$ cat src/rtl/dscg_defs.svh
// constants of the deep-sleep clock gate block: offsets, fields, resets
`ifndef DSCG_DEFS_SVH
`define DSCG_DEFS_SVH

// ---------------------------------------------------------------
// register offsets (low address bits inside the control window)
// ---------------------------------------------------------------
`define DSCG_ADDR_W         12
`define DSCG_OFS_RUN        12'h100
`define DSCG_OFS_SLEEP      12'h110
`define DSCG_OFS_DEEP       12'h120
`define DSCG_OFS_CFG        12'h140
`define DSCG_OFS_STAT       12'h150
`define DSCG_OFS_MASK       12'h154

// ---------------------------------------------------------------
// gating register layout
// ---------------------------------------------------------------
`define DSCG_GATE_RST       32'h0000_0040
`define DSCG_GATE_WMASK     32'h0001_0048
`define DSCG_BIT_ADC        16
`define DSCG_BIT_HIBERNATION 6
`define DSCG_BIT_WATCHDOG   3
`define DSCG_BIT_AUTO_GATE  0
`define DSCG_NUNIT          3
`define DSCG_UNIT_ZERO      3'h0
`define DSCG_WORD_ZERO      32'h0000_0000

// ---------------------------------------------------------------
// bus answers
// ---------------------------------------------------------------
`define DSCG_RESP_OKAY      2'h0
`define DSCG_RESP_SLVERR    2'h2

`endif

$ cat src/rtl/dscg_pkg.sv
// types shared by the deep-sleep clock gate block
`default_nettype none
package dscg_pkg;
`include "dscg_defs.svh"

    typedef enum logic [1:0]
    {
        DSCG_MODE_RUN   = 2'b00,
        DSCG_MODE_SLEEP = 2'b01,
        DSCG_MODE_DEEP  = 2'b10
    } dscg_mode_t;

    typedef logic [`DSCG_NUNIT-1:0] dscg_units_t;

    typedef struct packed {
        logic [31:0]              run;
        logic [31:0]              sleep;
        logic [31:0]              deep;
        logic                     auto_gate;
        dscg_units_t              stat;
        dscg_units_t              mask;
        dscg_units_t              clk_en;
        logic                     irq;
        logic                     awready;
        logic                     wready;
        logic                     aw_got;
        logic                     w_got;
        logic [`DSCG_ADDR_W-1:0]  awaddr;
        logic [31:0]              wdata;
        logic [3:0]               wstrb;
        logic                     bvalid;
        logic [1:0]               bresp;
        logic                     arready;
        logic                     rvalid;
        logic [31:0]              rdata;
        logic [1:0]               rresp;
    } dscg_top_st_t;

    typedef struct packed {
        dscg_units_t              fault;
    } dscg_flt_st_t;

endpackage
`default_nettype wire

$ cat src/rtl/dscg_unit_if.sv
// carrier between the gate register file and the fault checker
`timescale 1ns/100ps
`default_nettype none
interface dscg_unit_if;
    import dscg_pkg::*;
    dscg_units_t gate_en;
    dscg_units_t req;
    dscg_units_t fault;
    modport ctrl (output gate_en, output req, input fault);
    modport chk  (input gate_en, input req, output fault);
endinterface
`default_nettype wire

$ cat src/rtl/dscg_fault.sv
// bus fault detector for accesses to clock-gated units
`timescale 1ns/100ps
`default_nettype none
`include "dscg_defs.svh"
module dscg_fault
    import dscg_pkg::*;
(
    input  wire logic  CLOCK_I,
    input  wire logic  SYS_RST_I,
    dscg_unit_if.chk   u
);

    dscg_flt_st_t st;
    dscg_flt_st_t next_st;

    // ---------------------------------------------------------------
    // fault decision
    // ---------------------------------------------------------------
    always_comb
    begin
        next_st = st;
        // an unclocked unit cannot answer, so the access faults
        next_st.fault = u.req & ~u.gate_en;
    end

    always_ff @(posedge CLOCK_I or posedge SYS_RST_I)
    begin
        if (SYS_RST_I)
        begin
            st <= '0;
        end
        else
        begin
            st <= next_st;
        end
    end

    assign u.fault = st.fault;
endmodule
`default_nettype wire

$ cat src/rtl/dscg_top.sv
// deep-sleep clock gate register bank with run/sleep companions, axi4-lite slave
`timescale 1ns/100ps
`default_nettype none
`include "dscg_defs.svh"
module dscg_top
    import dscg_pkg::*;
(
    input  wire logic                     CLOCK_I,
    input  wire logic                     SYS_RST_I,
    input  wire logic [1:0]               MODE_I,
    input  wire logic [`DSCG_NUNIT-1:0]   UNIT_REQ_I,
    output logic      [`DSCG_NUNIT-1:0]   UNIT_CLK_EN_O,
    output logic      [`DSCG_NUNIT-1:0]   UNIT_FAULT_O,
    output logic                          IRQ_O,
    input  wire logic [`DSCG_ADDR_W-1:0]  AXI_AWADDR_I,
    input  wire logic                     AXI_AWVALID_I,
    output logic                          AXI_AWREADY_O,
    input  wire logic [31:0]              AXI_WDATA_I,
    input  wire logic [3:0]               AXI_WSTRB_I,
    input  wire logic                     AXI_WVALID_I,
    output logic                          AXI_WREADY_O,
    output logic [1:0]                    AXI_BRESP_O,
    output logic                          AXI_BVALID_O,
    input  wire logic                     AXI_BREADY_I,
    input  wire logic [`DSCG_ADDR_W-1:0]  AXI_ARADDR_I,
    input  wire logic                     AXI_ARVALID_I,
    output logic                          AXI_ARREADY_O,
    output logic [31:0]                   AXI_RDATA_O,
    output logic [1:0]                    AXI_RRESP_O,
    output logic                          AXI_RVALID_O,
    input  wire logic                     AXI_RREADY_I
);

    dscg_top_st_t st;
    dscg_top_st_t next_st;
    dscg_unit_if  u ();

    // unit order in every vector: 0 converter, 1 hibernation, 2 watchdog
    function automatic dscg_units_t gate_bits(input logic [31:0] r);
        gate_bits = {r[`DSCG_BIT_WATCHDOG], r[`DSCG_BIT_HIBERNATION], r[`DSCG_BIT_ADC]};
    endfunction

    // reserved bits never get stored, so they always read back zero
    function automatic logic [31:0] merge(input logic [31:0] old,
                                          input logic [31:0] data,
                                          input logic [31:0] bmask);
        logic [31:0] m;
        m = bmask & `DSCG_GATE_WMASK;
        merge = (old & ~m) | (data & m);
    endfunction

    // ---------------------------------------------------------------
    // byte lane mask
    // ---------------------------------------------------------------
    logic [31:0] wbmask;
    genvar gi;
    generate
        for (gi = 0; gi < 4; gi = gi + 1)
        begin : g_lane
            assign wbmask[gi*8 +: 8] = {8{st.wstrb[gi]}};
        end
    endgenerate

    // ---------------------------------------------------------------
    // next state
    // ---------------------------------------------------------------
    always_comb
    begin
        logic        aw_hs;
        logic        w_hs;
        logic        ar_hs;
        dscg_units_t clr;
        aw_hs   = AXI_AWVALID_I && st.awready;
        w_hs    = AXI_WVALID_I && st.wready;
        ar_hs   = AXI_ARVALID_I && st.arready;
        clr     = `DSCG_UNIT_ZERO;
        next_st = st;

        // write channel: address and data in either order
        if (aw_hs)
        begin
            next_st.awready = 1'b0;
            next_st.aw_got  = 1'b1;
            next_st.awaddr  = AXI_AWADDR_I;
        end
        if (w_hs)
        begin
            next_st.wready = 1'b0;
            next_st.w_got  = 1'b1;
            next_st.wdata  = AXI_WDATA_I;
            next_st.wstrb  = AXI_WSTRB_I;
        end
        if (st.aw_got && st.w_got && !st.bvalid)
        begin
            next_st.aw_got = 1'b0;
            next_st.w_got  = 1'b0;
            next_st.bvalid = 1'b1;
            next_st.bresp  = `DSCG_RESP_OKAY;
            case (st.awaddr)
                `DSCG_OFS_RUN:   next_st.run   = merge(st.run, st.wdata, wbmask);
                `DSCG_OFS_SLEEP: next_st.sleep = merge(st.sleep, st.wdata, wbmask);
                `DSCG_OFS_DEEP:  next_st.deep  = merge(st.deep, st.wdata, wbmask);
                `DSCG_OFS_CFG:
                begin
                    if (st.wstrb[0])
                    begin
                        next_st.auto_gate = st.wdata[`DSCG_BIT_AUTO_GATE];
                    end
                end
                `DSCG_OFS_STAT:
                begin
                    if (st.wstrb[0])
                    begin
                        clr = st.wdata[`DSCG_NUNIT-1:0];
                    end
                end
                `DSCG_OFS_MASK:
                begin
                    if (st.wstrb[0])
                    begin
                        next_st.mask = st.wdata[`DSCG_NUNIT-1:0];
                    end
                end
                default:         next_st.bresp = `DSCG_RESP_SLVERR;
            endcase
        end
        if (st.bvalid && AXI_BREADY_I)
        begin
            next_st.bvalid  = 1'b0;
            next_st.awready = 1'b1;
            next_st.wready  = 1'b1;
        end

        // read channel
        if (ar_hs)
        begin
            next_st.arready = 1'b0;
            next_st.rvalid  = 1'b1;
            next_st.rresp   = `DSCG_RESP_OKAY;
            next_st.rdata   = `DSCG_WORD_ZERO;
            case (AXI_ARADDR_I)
                `DSCG_OFS_RUN:   next_st.rdata = st.run;
                `DSCG_OFS_SLEEP: next_st.rdata = st.sleep;
                `DSCG_OFS_DEEP:  next_st.rdata = st.deep;
                `DSCG_OFS_CFG:   next_st.rdata[`DSCG_BIT_AUTO_GATE] = st.auto_gate;
                `DSCG_OFS_STAT:  next_st.rdata[`DSCG_NUNIT-1:0] = st.stat;
                `DSCG_OFS_MASK:  next_st.rdata[`DSCG_NUNIT-1:0] = st.mask;
                default:         next_st.rresp = `DSCG_RESP_SLVERR;
            endcase
        end
        if (st.rvalid && AXI_RREADY_I)
        begin
            next_st.rvalid  = 1'b0;
            next_st.arready = 1'b1;
        end

        // effective unit clocks
        case (MODE_I)
            DSCG_MODE_SLEEP: next_st.clk_en = st.auto_gate ? gate_bits(st.sleep) : gate_bits(st.run);
            DSCG_MODE_DEEP:  next_st.clk_en = st.auto_gate ? gate_bits(st.deep) : gate_bits(st.run);
            default:         next_st.clk_en = gate_bits(st.run);
        endcase

        // a fault in the same cycle as its clear is kept
        next_st.stat = (st.stat & ~clr) | u.fault;
        next_st.irq  = |(next_st.stat & next_st.mask);
    end

    // ---------------------------------------------------------------
    // state register
    // ---------------------------------------------------------------
    always_ff @(posedge CLOCK_I or posedge SYS_RST_I)
    begin
        if (SYS_RST_I)
        begin
            st         <= '0;
            st.run     <= `DSCG_GATE_RST;
            st.sleep   <= `DSCG_GATE_RST;
            st.deep    <= `DSCG_GATE_RST;
            st.awready <= 1'b1;
            st.wready  <= 1'b1;
            st.arready <= 1'b1;
        end
        else
        begin
            st <= next_st;
        end
    end

    // ---------------------------------------------------------------
    // fault checker and outputs
    // ---------------------------------------------------------------
    assign u.gate_en = st.clk_en;
    assign u.req     = UNIT_REQ_I;

    dscg_fault u_fault
    (
        .CLOCK_I   (CLOCK_I),
        .SYS_RST_I (SYS_RST_I),
        .u         (u.chk)
    );

    assign UNIT_CLK_EN_O = st.clk_en;
    assign UNIT_FAULT_O  = u.fault;
    assign IRQ_O         = st.irq;
    assign AXI_AWREADY_O = st.awready;
    assign AXI_WREADY_O  = st.wready;
    assign AXI_BRESP_O   = st.bresp;
    assign AXI_BVALID_O  = st.bvalid;
    assign AXI_ARREADY_O = st.arready;
    assign AXI_RDATA_O   = st.rdata;
    assign AXI_RRESP_O   = st.rresp;
    assign AXI_RVALID_O  = st.rvalid;

    // ---------------------------------------------------------------
    // checks
    // ---------------------------------------------------------------
    logic wr_fire;
    assign wr_fire = st.aw_got && st.w_got && !st.bvalid;
endmodule
`default_nettype wire

$ cat config.mk
export PLATFORM = sky130hd
export DESIGN_NAME = dscg_top
export DESIGN_NICKNAME = d
export VERILOG_FILES = /design/src/rtl/dscg_pkg.sv /design/src/rtl/dscg_unit_if.sv /design/src/rtl/dscg_fault.sv /design/src/rtl/dscg_top.sv
export VERILOG_INCLUDE_DIRS = /design/src /design/src/rtl
export SDC_FILE = /design/constraint.sdc
export NUM_CORES = 1
export LEC_CHECK = 0
export BUFFER_PORTS_ARGS = -buffer_cell sky130_fd_sc_hd__buf_4
export CAP_MARGIN = 10
export CORE_UTILIZATION = 45
export CTS_CLUSTER_DIAMETER = 100
export DETAILED_ROUTE_END_ITERATION = 8
export PLACE_DENSITY_LB_ADDON = 0.2
export SYNTH_ARGS = -nofsm -noshare
export SYNTH_HDL_FRONTEND = slang
export SYNTH_SLANG_ARGS = --single-unit
$ cat constraint.sdc
create_clock -name CLOCK_I -period 3.5 [get_ports CLOCK_I]
set_clock_uncertainty 0.05 [all_clocks]
set_input_delay 0.35 -clock CLOCK_I [delete_from_list [all_inputs] [get_ports CLOCK_I]]
set_output_delay 0.35 -clock CLOCK_I [all_outputs]
set_load 0.05 [all_outputs]
==> summary.md, run 1 <==
The flow ran to the end, and the final reports show no timing, DRC or antenna violations. The final max-slew violation count is 0. The worst path needs 2.21 ns of the cycle, external delays included.

The endpoint identified for the worst register-to-register timing path is IRQ_O. 120 I/O pins were placed. The floorplan has 28 rows.

Share of layout cells above drive strength 1: 38.5%. The number of enable-type register cells in the synthesized netlist is 0. The wire length of the first global-routing pass was 8400 um; the total congestion overflow was 0. Measured on the finished design, the core utilization comes to 56.3%. For the setup fix buffers added after clock tree synthesis, the log shows 0.

The tools report the initial antenna violation count as 0. TritonCTS built the clock tree. Among all stages on the critical path, the largest delay is contributed by dfrtp_1. Along the worst hold path, the cell count comes to 2. Via count of the first global-routing pass: 1837. The logs give 2230 um for the routed length on met1 and 5150 um for the post-detailed-routing wire length. Counting along the longest clock path gives a buffer depth of 2. Setup violations remaining at the end of the flow were counted as 0. The number of antenna diodes in the final layout is 0.

Length of routed met3 wiring: 377 um. The first TritonRoute pass finished after 4 iterations. Sum of negative setup slack: 0 ns.

The layout has 541 filler cells. Most instantiated flip-flop cell in the synthesis netlist: dfrtp_1. Synthesis inferred 58 register bits. For this configuration, the core starts out at a cell density of 47.2%. The final number of hold-violating endpoints was 0; the static leakage was 1.65 nW. Power spread over the standard cell area amounts to 608 nW/um^2. At the pin with the least slew margin, the transition time is 0.854 ns. Measured along the y axis, the die boundary spans 81.5 um. The tools report the peak supply drop as 0.000428 V. The total number of vias is 1924. Hold repair after CTS inserted 0 buffers.

For the worst-skew pair, the clock arrives at the later sink with an insertion delay of 0.33 ns. The class of the tightest hold or removal check is in -> reg. The source of the worst hold timing path was AXI_WVALID_I. Once detailed placement completed, the half-perimeter wirelength came to 4020 um. The largest single stage delay on the critical path is 0.39 ns. After synthesis, the cell types taking the most area are dfrtp_1 (46%), mux2_2 (12%), buf_4 (10%), dfstp_2 (5.5%), nand2_1 (2.6%). By instance count, the leading cell after synthesis is dfrtp_1.

Flop-to-flop setup slack: 1.29 ns. The number of distinct library cells after synthesis was 42; the required time of the critical path was 3.65 ns. The run gives 9 as the CTS buffer count. The critical path is of the reg -> reg type. The H-tree was split into 3 levels.

Clock-pin slew was measured on the worst setup and hold paths at 0.06 ns. The number of synthesis warnings was 0. The source of the worst register-to-register timing path was st[75].

The cell count after synthesis came out at 249. The number of clock sinks is 58, and the horizontal extent of the die is 81.5 um. The post-synthesis to final-layout area growth was 19.2%.

Buffers placed on the I/O ports in this run total 63. The total routing usage reported by global routing is 17.3%, and the portion of the clock cycle consumed by the worst path in the final layout is 63.1%. After synthesis, flip-flops and latches occupy 51.3% of the total area.

Entering global routing, the biggest net connects 42 pins. For the area of the mapped netlist, the log shows 2850 um^2. The total met2 wirelength after detailed routing was 2480 um.

The post-cts sizing count is 0. The root buffer cell chosen for the clock tree is clkbuf_8. In this run, the number of DRC markers left after iteration 0 of detailed routing was 70. The detailed-route wire length per cell is 13.2 um, and the highest fanout seen on the critical path is 7.

Counting instances in the post-synthesis netlist gives the leading cell types as dfrtp_1 (52), buf_4 (39), mux2_2 (30). The worst setup path is captured at a flop. Measured against its own limit, the worst slew margin works out to 43.0%.

The post-detailed-route via-to-cell ratio works out to 4.95. The signal on the critical path passes through nor4_2 -> nand4_1 -> nor2_1 -> mux2_2 -> a221o_1. For hold timing, the worst endpoint is AXI_WREADY_O.

At the end of the flow, the number of nets in the layout was 383. The full die area was 6650 um^2; the data arrival time of the critical path was 2.36 ns. The tools report the remaining routing DRC violations as 0.

The core area came out at 6030 um^2. For the count of antenna-violating nets left after detailed routing, the log shows 0. Setup repair after global routing left no endpoint under its margin.

The number of max-capacitance violations reported came out at 0. Average cell area after synthesis: 11.4 um^2. The share of the synthesized area in the top cell type was 45.7%.

Library cell occupying the most area in the post-synthesis netlist: dfrtp_1. The peak clock frequency supported by timing came out at 453 MHz. The worst setup path is launched from a flop.

Measured in cells, the most critical reg-to-reg path has a length of 5. The top routing layer in use was met4. The share of synthesized registers carrying an async set or reset is 100%.

The run gives 0.803 as the final RePlAce weighted congestion.
## placed cells by master, fill, tap and decap left out, types with 2 or more instances in the layout
| cell | instances |
|---|---|
| a22oi_1 | 4 |
| nand4_1 | 2 |
| clkinv_2 | 3 |
| nor3_1 | 4 |
| a221o_1 | 2 |
| mux2i_1 | 7 |
| a21oi_1 | 3 |
| buf_4 | 64 |
| mux2_2 | 30 |
| nand2_1 | 20 |
| dfstp_2 | 6 |
| or3_1 | 2 |
| inv_1 | 12 |
| nor2_1 | 11 |
| nor2b_1 | 4 |
| o21ai_0 | 14 |
| conb_1 | 28 |
| clkbuf_1 | 2 |
| dfrtp_1 | 52 |
| a31oi_1 | 2 |
| a22o_1 | 3 |
| mux2_1 | 2 |
| clkbuf_8 | 11 |
| nand3_1 | 3 |
| o21a_1 | 2 |
| ha_1 | 2 |
## cell type report
cell class	count	area [um^2]	share of cell area [%]
Clock inverter	3	15.0	0.443
Tap cell	75	93.8	2.77
Sequential cell	58	1460	43.0
Multi-Input combinational cell	163	1140	33.5
Inverter	13	48.8	1.44
Timing Repair Buffer	64	480	14.2
Clock buffer	13	159	4.68
## per-stage QoR
step                      worst slack [ns]  hold WS [ns]  cells  area [um^2]  total power, mW
final                                 1.29         0.134    389         3390             2.06
after global routing                  1.11         0.133    389         3390             2.19
after CTS                             1.30         0.116    389         3390             2.09
after detailed placement              1.32         0.383    373         3220             1.55
after global placement                1.35         0.397    373         3220             1.53
after floorplan                       1.45         0.354    276         2950             1.42
## power by group
part           leakage [nW]  switching [mW]  internal, mW
combinational         0.840           0.309         0.230
clock                0.0932           0.240         0.292
sequential            0.712           0.152         0.840
total                  1.65           0.701          1.36
## critical path: cells and delay by family, from the launching register on
kind	cells	cell delay (ns)
multiplexers	1	0.37
AO/OA/AOI/OAI	1	0.35
flip-flops	1	0.39
AND/OR/NAND/NOR	3	0.91
## metal layers
| layer | track usage (%) | vias to the layer above |
|---|---|---|
| met5 | 0 | - |
| met4 | 5.36 | 0 |
| met3 | 7.33 | 6 |
| met2 | 28.2 | 69 |
| met1 | 20.7 | 928 |
| li1 | - | 921 |
## kinds of logic after synthesis
logic type / after synthesis / synth area share, %
other: 1 / 0.132
multiplexers: 39 / 15.1
AO/OA/AOI/OAI: 35 / 8.09
flip-flops: 58 / 51.3
AND/OR/NAND/NOR: 59 / 12.1
buffers and inverters: 55 / 12.4
adder cells (fa/ha/maj): 2 / 0.879
## how the worst max path moves through the flow
| stage | startpoint | end | slack [ns] |
|---|---|---|---|
| 3_3_place_gp | st[84] | IRQ_O | 1.35 |
| 4_1_cts | st[84] | IRQ_O | 1.30 |
| 2_1_floorplan | AXI_BVALID_O | IRQ_O | 1.45 |
| 5_1_grt | st[75] | IRQ_O | 1.11 |
| 6_report | st[75] | IRQ_O | 1.29 |
| 3_5_place_dp | st[84] | IRQ_O | 1.32 |
(Power assumes the default switching activity.)
==> inputs of run 2 (changes only) <==
CORE_UTILIZATION = 43   (was 45)
clock period = 1.8 ns   (was 3.5 ns; I/O delays follow)
==> run 2 against run 1 <==
Effect of this change:
- the run now ends with negative setup slack left
- die area grew 4.5%
- sequential power grew 98%
- sequential cell count is the same
- clock power grew 88%
- final cell count grew 6.7%
- combinational power grew 130%
- first-iteration DRC count grew 36%
- critical path depth is the same
- non-clock buffer count grew 24
- register-to-register slack lost 1.5 ns
- worst setup slack lost 1.5 ns
- highest routed layer unchanged
==> summary.md, run 2 (same netlist as run 1, synthesis figures left out) <==
The clock latency of the later-clocked register in the worst-skew pair is 0.34 ns (about the same). The logs give -0.212 ns (-1.50 ns) for the final worst setup slack and 0 (unchanged) for the count of antenna-violating nets left after detailed routing. The number of clock sinks came out at 58 (unchanged). Final RePlAce weighted congestion: 0.774 (-3.7%).

The number of search-and-repair iterations in the first detailed-routing pass is 5 (+1). Leaving out fill and tap cells, the most frequent cells in the layout are buf_4 (80), dfrtp_1 (51), conb_1 (28). The net switching share of the total power was 35.1% (+1.1 points); the number of max-capacitance violations reported was 0 (unchanged). The floorplan die height was 83.4 um (+2.2%). The total power per unit cell area was 1130 nW/um^2 (+86%).

The worst hold margin was 0.0192 ns (-0.115 ns). The tools report the depth of the CTS H-tree as 3 (unchanged). The worst-case setup slack after placement is -0.290 ns (-1.61 ns), and the sum of negative setup slack is -1.22 ns (-1.22 ns). Setup repair after global routing could not meet its margin everywhere. For the number of buffers between clock root and the deepest sink, the log shows 2 (unchanged).

The largest individual stage delay along the critical path comes from the cell or4_4. The run gives 1460 um^2 (about the same) as the area used by sequential logic in the layout. The CTS buffer count is 9 (unchanged), and the delay of the slowest critical-path stage is 0.50 ns (+0.11 ns). For the total routing usage reported by global routing, the log shows 17.2% (-0.072 points).

Portion of the clock cycle consumed by the worst path in the final layout: 112% (+49 points). The kind of launch point of the worst setup path was a flop. The final critical path time including I/O delays and setup is 2.01 ns (-0.195 ns).

The flow ran to the end, but the final reports show violations. The worst setup path is captured at a flop. The post-detailed-route via-to-cell ratio was 4.81 (-2.7%). For the fraction of power consumed by combinational cells, the log shows 29.9% (+3.8 points). The logs give 0 (unchanged) for the remaining routing DRC violations and 5520 um (+7.3%) for the post-detailed-routing wire length.

The tools report the antenna diode count as 0 (unchanged). The total number of vias is 1998 (+3.8%), and the final number of hold-violating endpoints is 0 (unchanged). The combined area of the multi-input logic cells was 1270 um^2 (+11%); the clock share of power was 23.7% (-2.1 points). The estimated wirelength of the detail-placed design was 4010 um (-0.17%); the count of standard-cell rows was 29 (+3.6%). The clock-pin transition on the worst setup and hold timing paths is 0.06 ns (about the same), and the wire length of the first global-routing pass is 9230 um (+9.9%). TritonCTS built the clock tree. The share of layout cells above drive strength 1 works out to 44.1% (+5.5 points). Walking the worst path, the cells encountered are nor4_4 -> nand2_1 -> or4_4 -> nor3_4 -> mux2_4. For the filler cell count, the log shows 569 (+5.2%). The checks that failed: negative setup slack. The peak clock frequency supported by timing came out at 497 MHz (+9.7%). Among cell families on the critical path, the largest total delay comes from simple AND/OR/NAND/NOR gates. Initial antenna violation count: 0 (unchanged). The final setup violation count was 8 (+8); the number of port buffers was 63 (unchanged). The highest fanout seen on the critical path was 4 (-3). The final max-slew violation count is 0 (unchanged), and the static leakage is 1.78 nW (+8.0%). The horizontal extent of the die works out to 83.4 um (+2.2%). The sum of buffers and inverters on the critical path is 0 (unchanged). For the switching power, the log shows 1.48 mW (+110%). The power share of the sequential group was 46.4% (-1.7 points); the required time of the critical path was 1.97 ns (-1.68 ns). The post-synthesis to final-layout area growth is 30.8%, and the initial core utilization is 44.6% (-2.7 points).

The core area was 6390 um^2 (+6.0%). The total power consumption of the routed design is 4.22 mW (+100%). The peak supply drop is 0.000637 V (+49%). The via count of the first global-routing pass came out at 2001 (+8.9%). The detailed-route wire length per cell was 13.3 um (+0.55%). The largest net degree at the start of global routing is 59 (+40%), and the total congestion overflow is 0 (unchanged). Leaving out fill and tap cells, the most frequent cell in the layout is buf_4.

Clock tree synthesis selected as its root buffer the cell clkbuf_8. Count of boundary I/O pins: 120 (unchanged). The tools report the net count reported at finish as 407 (+6.3%).

The path class of the tightest hold or removal check is in -> reg. The internal power summed over all cells was 2.74 mW (+100%). The worst setup path is of the reg -> reg kind.

The DRC violation total after the first TritonRoute iteration is 95 (+36%), and the data arrival time of the critical path is 2.18 ns (-0.18 ns). For the full die area, the log shows 6950 um^2 (+4.5%).
[run 2: final timing paths]
check	start	endpoint	slack, ns	depth (start not counted)
worst max-delay path	st[75]	flop	-0.21	5
worst min-delay path	AXI_AWADDR_I[1]	st[76]	0.02	2
worst max register to register	st[75]	flop	-0.21	5
worst min register to register	UNIT_CLK_EN_O[2]	u_fault.u.fault[2]	0.40	1
max in group asynchronous	SYS_RST_I	async pin	0.99	4
min in group asynchronous	SYS_RST_I	u_fault.u.fault[0]	0.41	4
[run 2: area by class of cell]
type | count | area share, %
inverters | 13 | 1.31
flip-flops and latches | 58 | 39.2
well taps | 77 | 2.59
repair buffers | 88 | 18.6
clock buffers | 16 | 4.30
multi-input cells | 163 | 34.0
[run 2: stage by stage]
stage | std cells | area [um^2] | utilization [%]
final | 415 | 3720 | 58.3
after global routing | 415 | 3720 | 58.3
after CTS | 415 | 3670 | 57.5
after detailed placement | 392 | 3390 | 53.1
after global placement | 392 | 3390 | 53.1
after floorplan | 276 | 2980 | -
[run 2: what timing repair did]
| action | 4_1_cts | 5_1_grt |
|---|---|---|
| resized for setup | 11 | 12 |
| buffers inserted | 1 | 1 |
| hold endpoints to repair | 57 | 0 |
| pin swaps | 1 | 1 |
| endpoints found under the setup margin | 11 | 14 |
| hold buffers | 6 | 0 |
[run 2: routing by layer]
metal | vias up | track usage [%] | wire length (um)
met5 | - | 0 | 0
met4 | 0 | 7.52 | 81
met3 | 11 | 6.36 | 410
met2 | 80 | 27.6 | 2610
met1 | 941 | 20.8 | 2420
li1 | 966 | - | -
[run 2: power by group through the flow]
stage                     sequential, mW  clock, mW  combinational, mW
final                               1.96       1.00               1.26
after global routing                2.01       1.10               1.37
after CTS                           1.95       1.03               1.24
after detailed placement            1.95          0               1.20
after global placement              1.93          0               1.18
after floorplan                     2.00          0              0.781
==> inputs of run 3 (changes only) <==
CORE_MARGIN = 2   (was unset)
==> run 3 against run 2 <==
Effect of this change:
- critical path depth unchanged
- routed wire length increased by 3.9%
- cell area decreased by 1.5%
- clock power about the same
- the run still ends with negative setup slack left
- first-iteration DRC count decreased by 5.3%
- critical path type unchanged
- register-to-register slack improved by 0.02 ns
- hold slack improved by 0.013 ns
- power decreased by 0.18%
- via count increased by 0.55%
- non-clock buffer count decreased by 2
==> summary.md, run 3 (same netlist as run 1, synthesis figures left out) <==
The tools report the total routing usage reported by global routing as 16.7% (-0.51 points). Clock-pin transition on the worst setup and hold timing paths: 0.06 ns (about the same). The logs give 0 (unchanged) for the remaining routing DRC violations and -0.262 ns (+0.0279 ns) for the worst-case setup slack after placement.

The final critical path time including I/O delays and setup is 1.99 ns (-0.0188 ns), and the final RePlAce weighted congestion is 0.775 (+0.17%). The tools report the total power consumption of the routed design as 4.21 mW (-0.18%). The final reports fail on negative setup slack. The number of buffers between clock root and the deepest sink was 2 (unchanged); the largest net degree at the start of global routing was 42 (-29%). The run gives 1460 um^2 (unchanged) as the area used by sequential logic in the layout. The tools report the net count reported at finish as 405 (-0.49%).

Post-detailed-routing wire length: 5740 um (+3.9%). The run gives 0 (unchanged) as the count of antenna-violating nets left after detailed routing. The logs give 9470 um (+2.6%) for the wire length of the first global-routing pass and 0.000715 V (+12%) for the peak supply drop.

The final instance area was 3670 um^2 (-1.5%); the total number of vias was 2009 (+0.55%). The number of search-and-repair iterations in the first detailed-routing pass was 4 (-1); the data arrival time of the critical path was 2.15 ns (-0.03 ns). Leaving out fill and tap cells, the most frequent cell in the layout is buf_4. The path class of the tightest hold or removal check is in -> reg.

The setup fix buffers added after clock tree synthesis was 0 (-1); the detailed-route wire length per cell was 13.9 um (+4.4%). The run gives -0.193 ns (+0.0188 ns) as the final worst setup slack. Post-synthesis to final-layout area growth: 28.9%. TritonCTS built the clock tree.

The required time of the critical path was 1.96 ns (about the same); the static leakage was 1.76 nW (-1.2%). The number of max-capacitance violations reported was 0 (unchanged). Flop-to-flop setup slack: -0.19 ns (+0.02 ns).

The final max-slew violation count was 0 (unchanged); the filler cell count was 577 (+1.4%). The run gives 3380 um^2 (-0.22%) as the instance area at placement. The share of layout cells above drive strength 1 works out to 42.6% (-1.5 points). The clock latency of the later-clocked register in the worst-skew pair is 0.33 ns (about the same). Count of boundary I/O pins: 120 (unchanged). The worst setup path is of the reg -> reg kind. The final number of hold-violating endpoints is 0 (unchanged), and the initial antenna violation count is 0 (unchanged).

The top cell types in the final layout, fill and taps aside, are buf_4 (78), dfrtp_1 (51), conb_1 (28). The run gives 0 (unchanged) as the antenna diode count. The tools report the depth of the CTS H-tree as 3 (unchanged). The DRC violation total after the first TritonRoute iteration is 90 (-5.3%). The floorplan die height is 85.4 um (+2.4%).

The estimated wirelength of the detail-placed design was 4270 um (+6.3%); the CTS buffer count was 9 (unchanged). The portion of the clock cycle consumed by the worst path in the final layout was 111% (-1.0 points). The flow ran to the end, but the final reports show violations. The post-detailed-route via-to-cell ratio was 4.86 (+1.0%); the total power per unit cell area was 1150 nW/um^2 (+1.3%). The total congestion overflow is 0 (unchanged), and the final setup violation count is 8 (unchanged).

Number of port buffers: 63 (unchanged). The tools report the full die area as 7290 um^2 (+4.9%). For the number of clock sinks, the log shows 58 (unchanged). In this run the clock root is driven by a clkbuf_8. The worst hold margin came out at 0.0325 ns (+0.0133 ns).

Setup repair after global routing could not meet its margin everywhere. The count of standard-cell rows is 29 (unchanged), and the highest fanout seen on the critical path is 4 (unchanged). The via count of the first global-routing pass is 1992 (-0.45%), and the horizontal extent of the die is 85.4 um (+2.4%).

The run gives 44.6% (unchanged) as the initial core utilization. The run gives 1230 um^2 (-3.2%) as the combined area of the multi-input logic cells. The endpoint class of the critical path is a flop. The worst setup path is launched from a flop. The logs give 6390 um^2 (unchanged) for the core area and 502 MHz (+0.94%) for the peak clock frequency supported by timing.
-- run 3: cell count changes in the layout (fill, tap and decap cells not counted), sizes merged --
cell | before | now
buf | 82 | 80
-- run 3: metal layers --
layer  global-route usage, %  part of all wire, %  vias to the layer above  wire (um)
met2                    27.1                   49                       76       2810
met1                    20.4                   42                      964       2420
met5                       0                    0                        -          0
li1                        -                    -                      961          -
met3                    7.20                  7.7                        8        440
met4                    4.62                  1.2                        0         70
-- run 3: final timing paths --
check | depth (start not counted) | startpoint | end
min in group asynchronous | 3 | SYS_RST_I | st[45]
min | 2 | AXI_AWADDR_I[5] | st[80]
max in group asynchronous | 4 | SYS_RST_I | AXI_WREADY_O
max reg2reg | 5 | st[75] | flop
max | 5 | st[75] | flop
min reg2reg | 1 | UNIT_CLK_EN_O[2] | u_fault.u.fault[2]
-- run 3: report_power, final --
group	internal (mW)	switching, mW
sequential	1.63	0.302
clock	0.541	0.458
combinational	0.586	0.693
total	2.76	1.45
-- run 3: final cells by class --
class / instances / area share [%]
inverters: 13 / 1.33
repair buffers: 86 / 18.5
multi-input cells: 163 / 33.4
flip-flops and latches: 58 / 39.8
clock buffers: 16 / 4.37
well taps: 77 / 2.63
-- run 3: critical path, stage by stage, from the launching register on --
cell and delay, ns:
dfrtp_1 0.40, nor4_4 0.30, nand2_1 0.10, or4_4 0.49, nor3_4 0.21, mux2_4 0.32
-- run 3: through the flow --
step | TNS, ns | std cells | util, %
floorplan | -0.399 | 276 | -
global placement | -1.35 | 391 | 53.0
detailed placement | -1.66 | 391 | 53.0
CTS | -1.20 | 413 | 57.1
global route | -2.05 | 413 | 57.4
finish | -1.08 | 413 | 57.4
-- run 3: timing repair --
| action | CTS | global route |
|---|---|---|
| pin swaps | 0 | 2 |
| hold buffers | 6 | 0 |
| endpoints found under the hold margin | 21 | 0 |
| setup endpoints to repair | 11 | 12 |
| gates resized for setup | 9 | 4 |
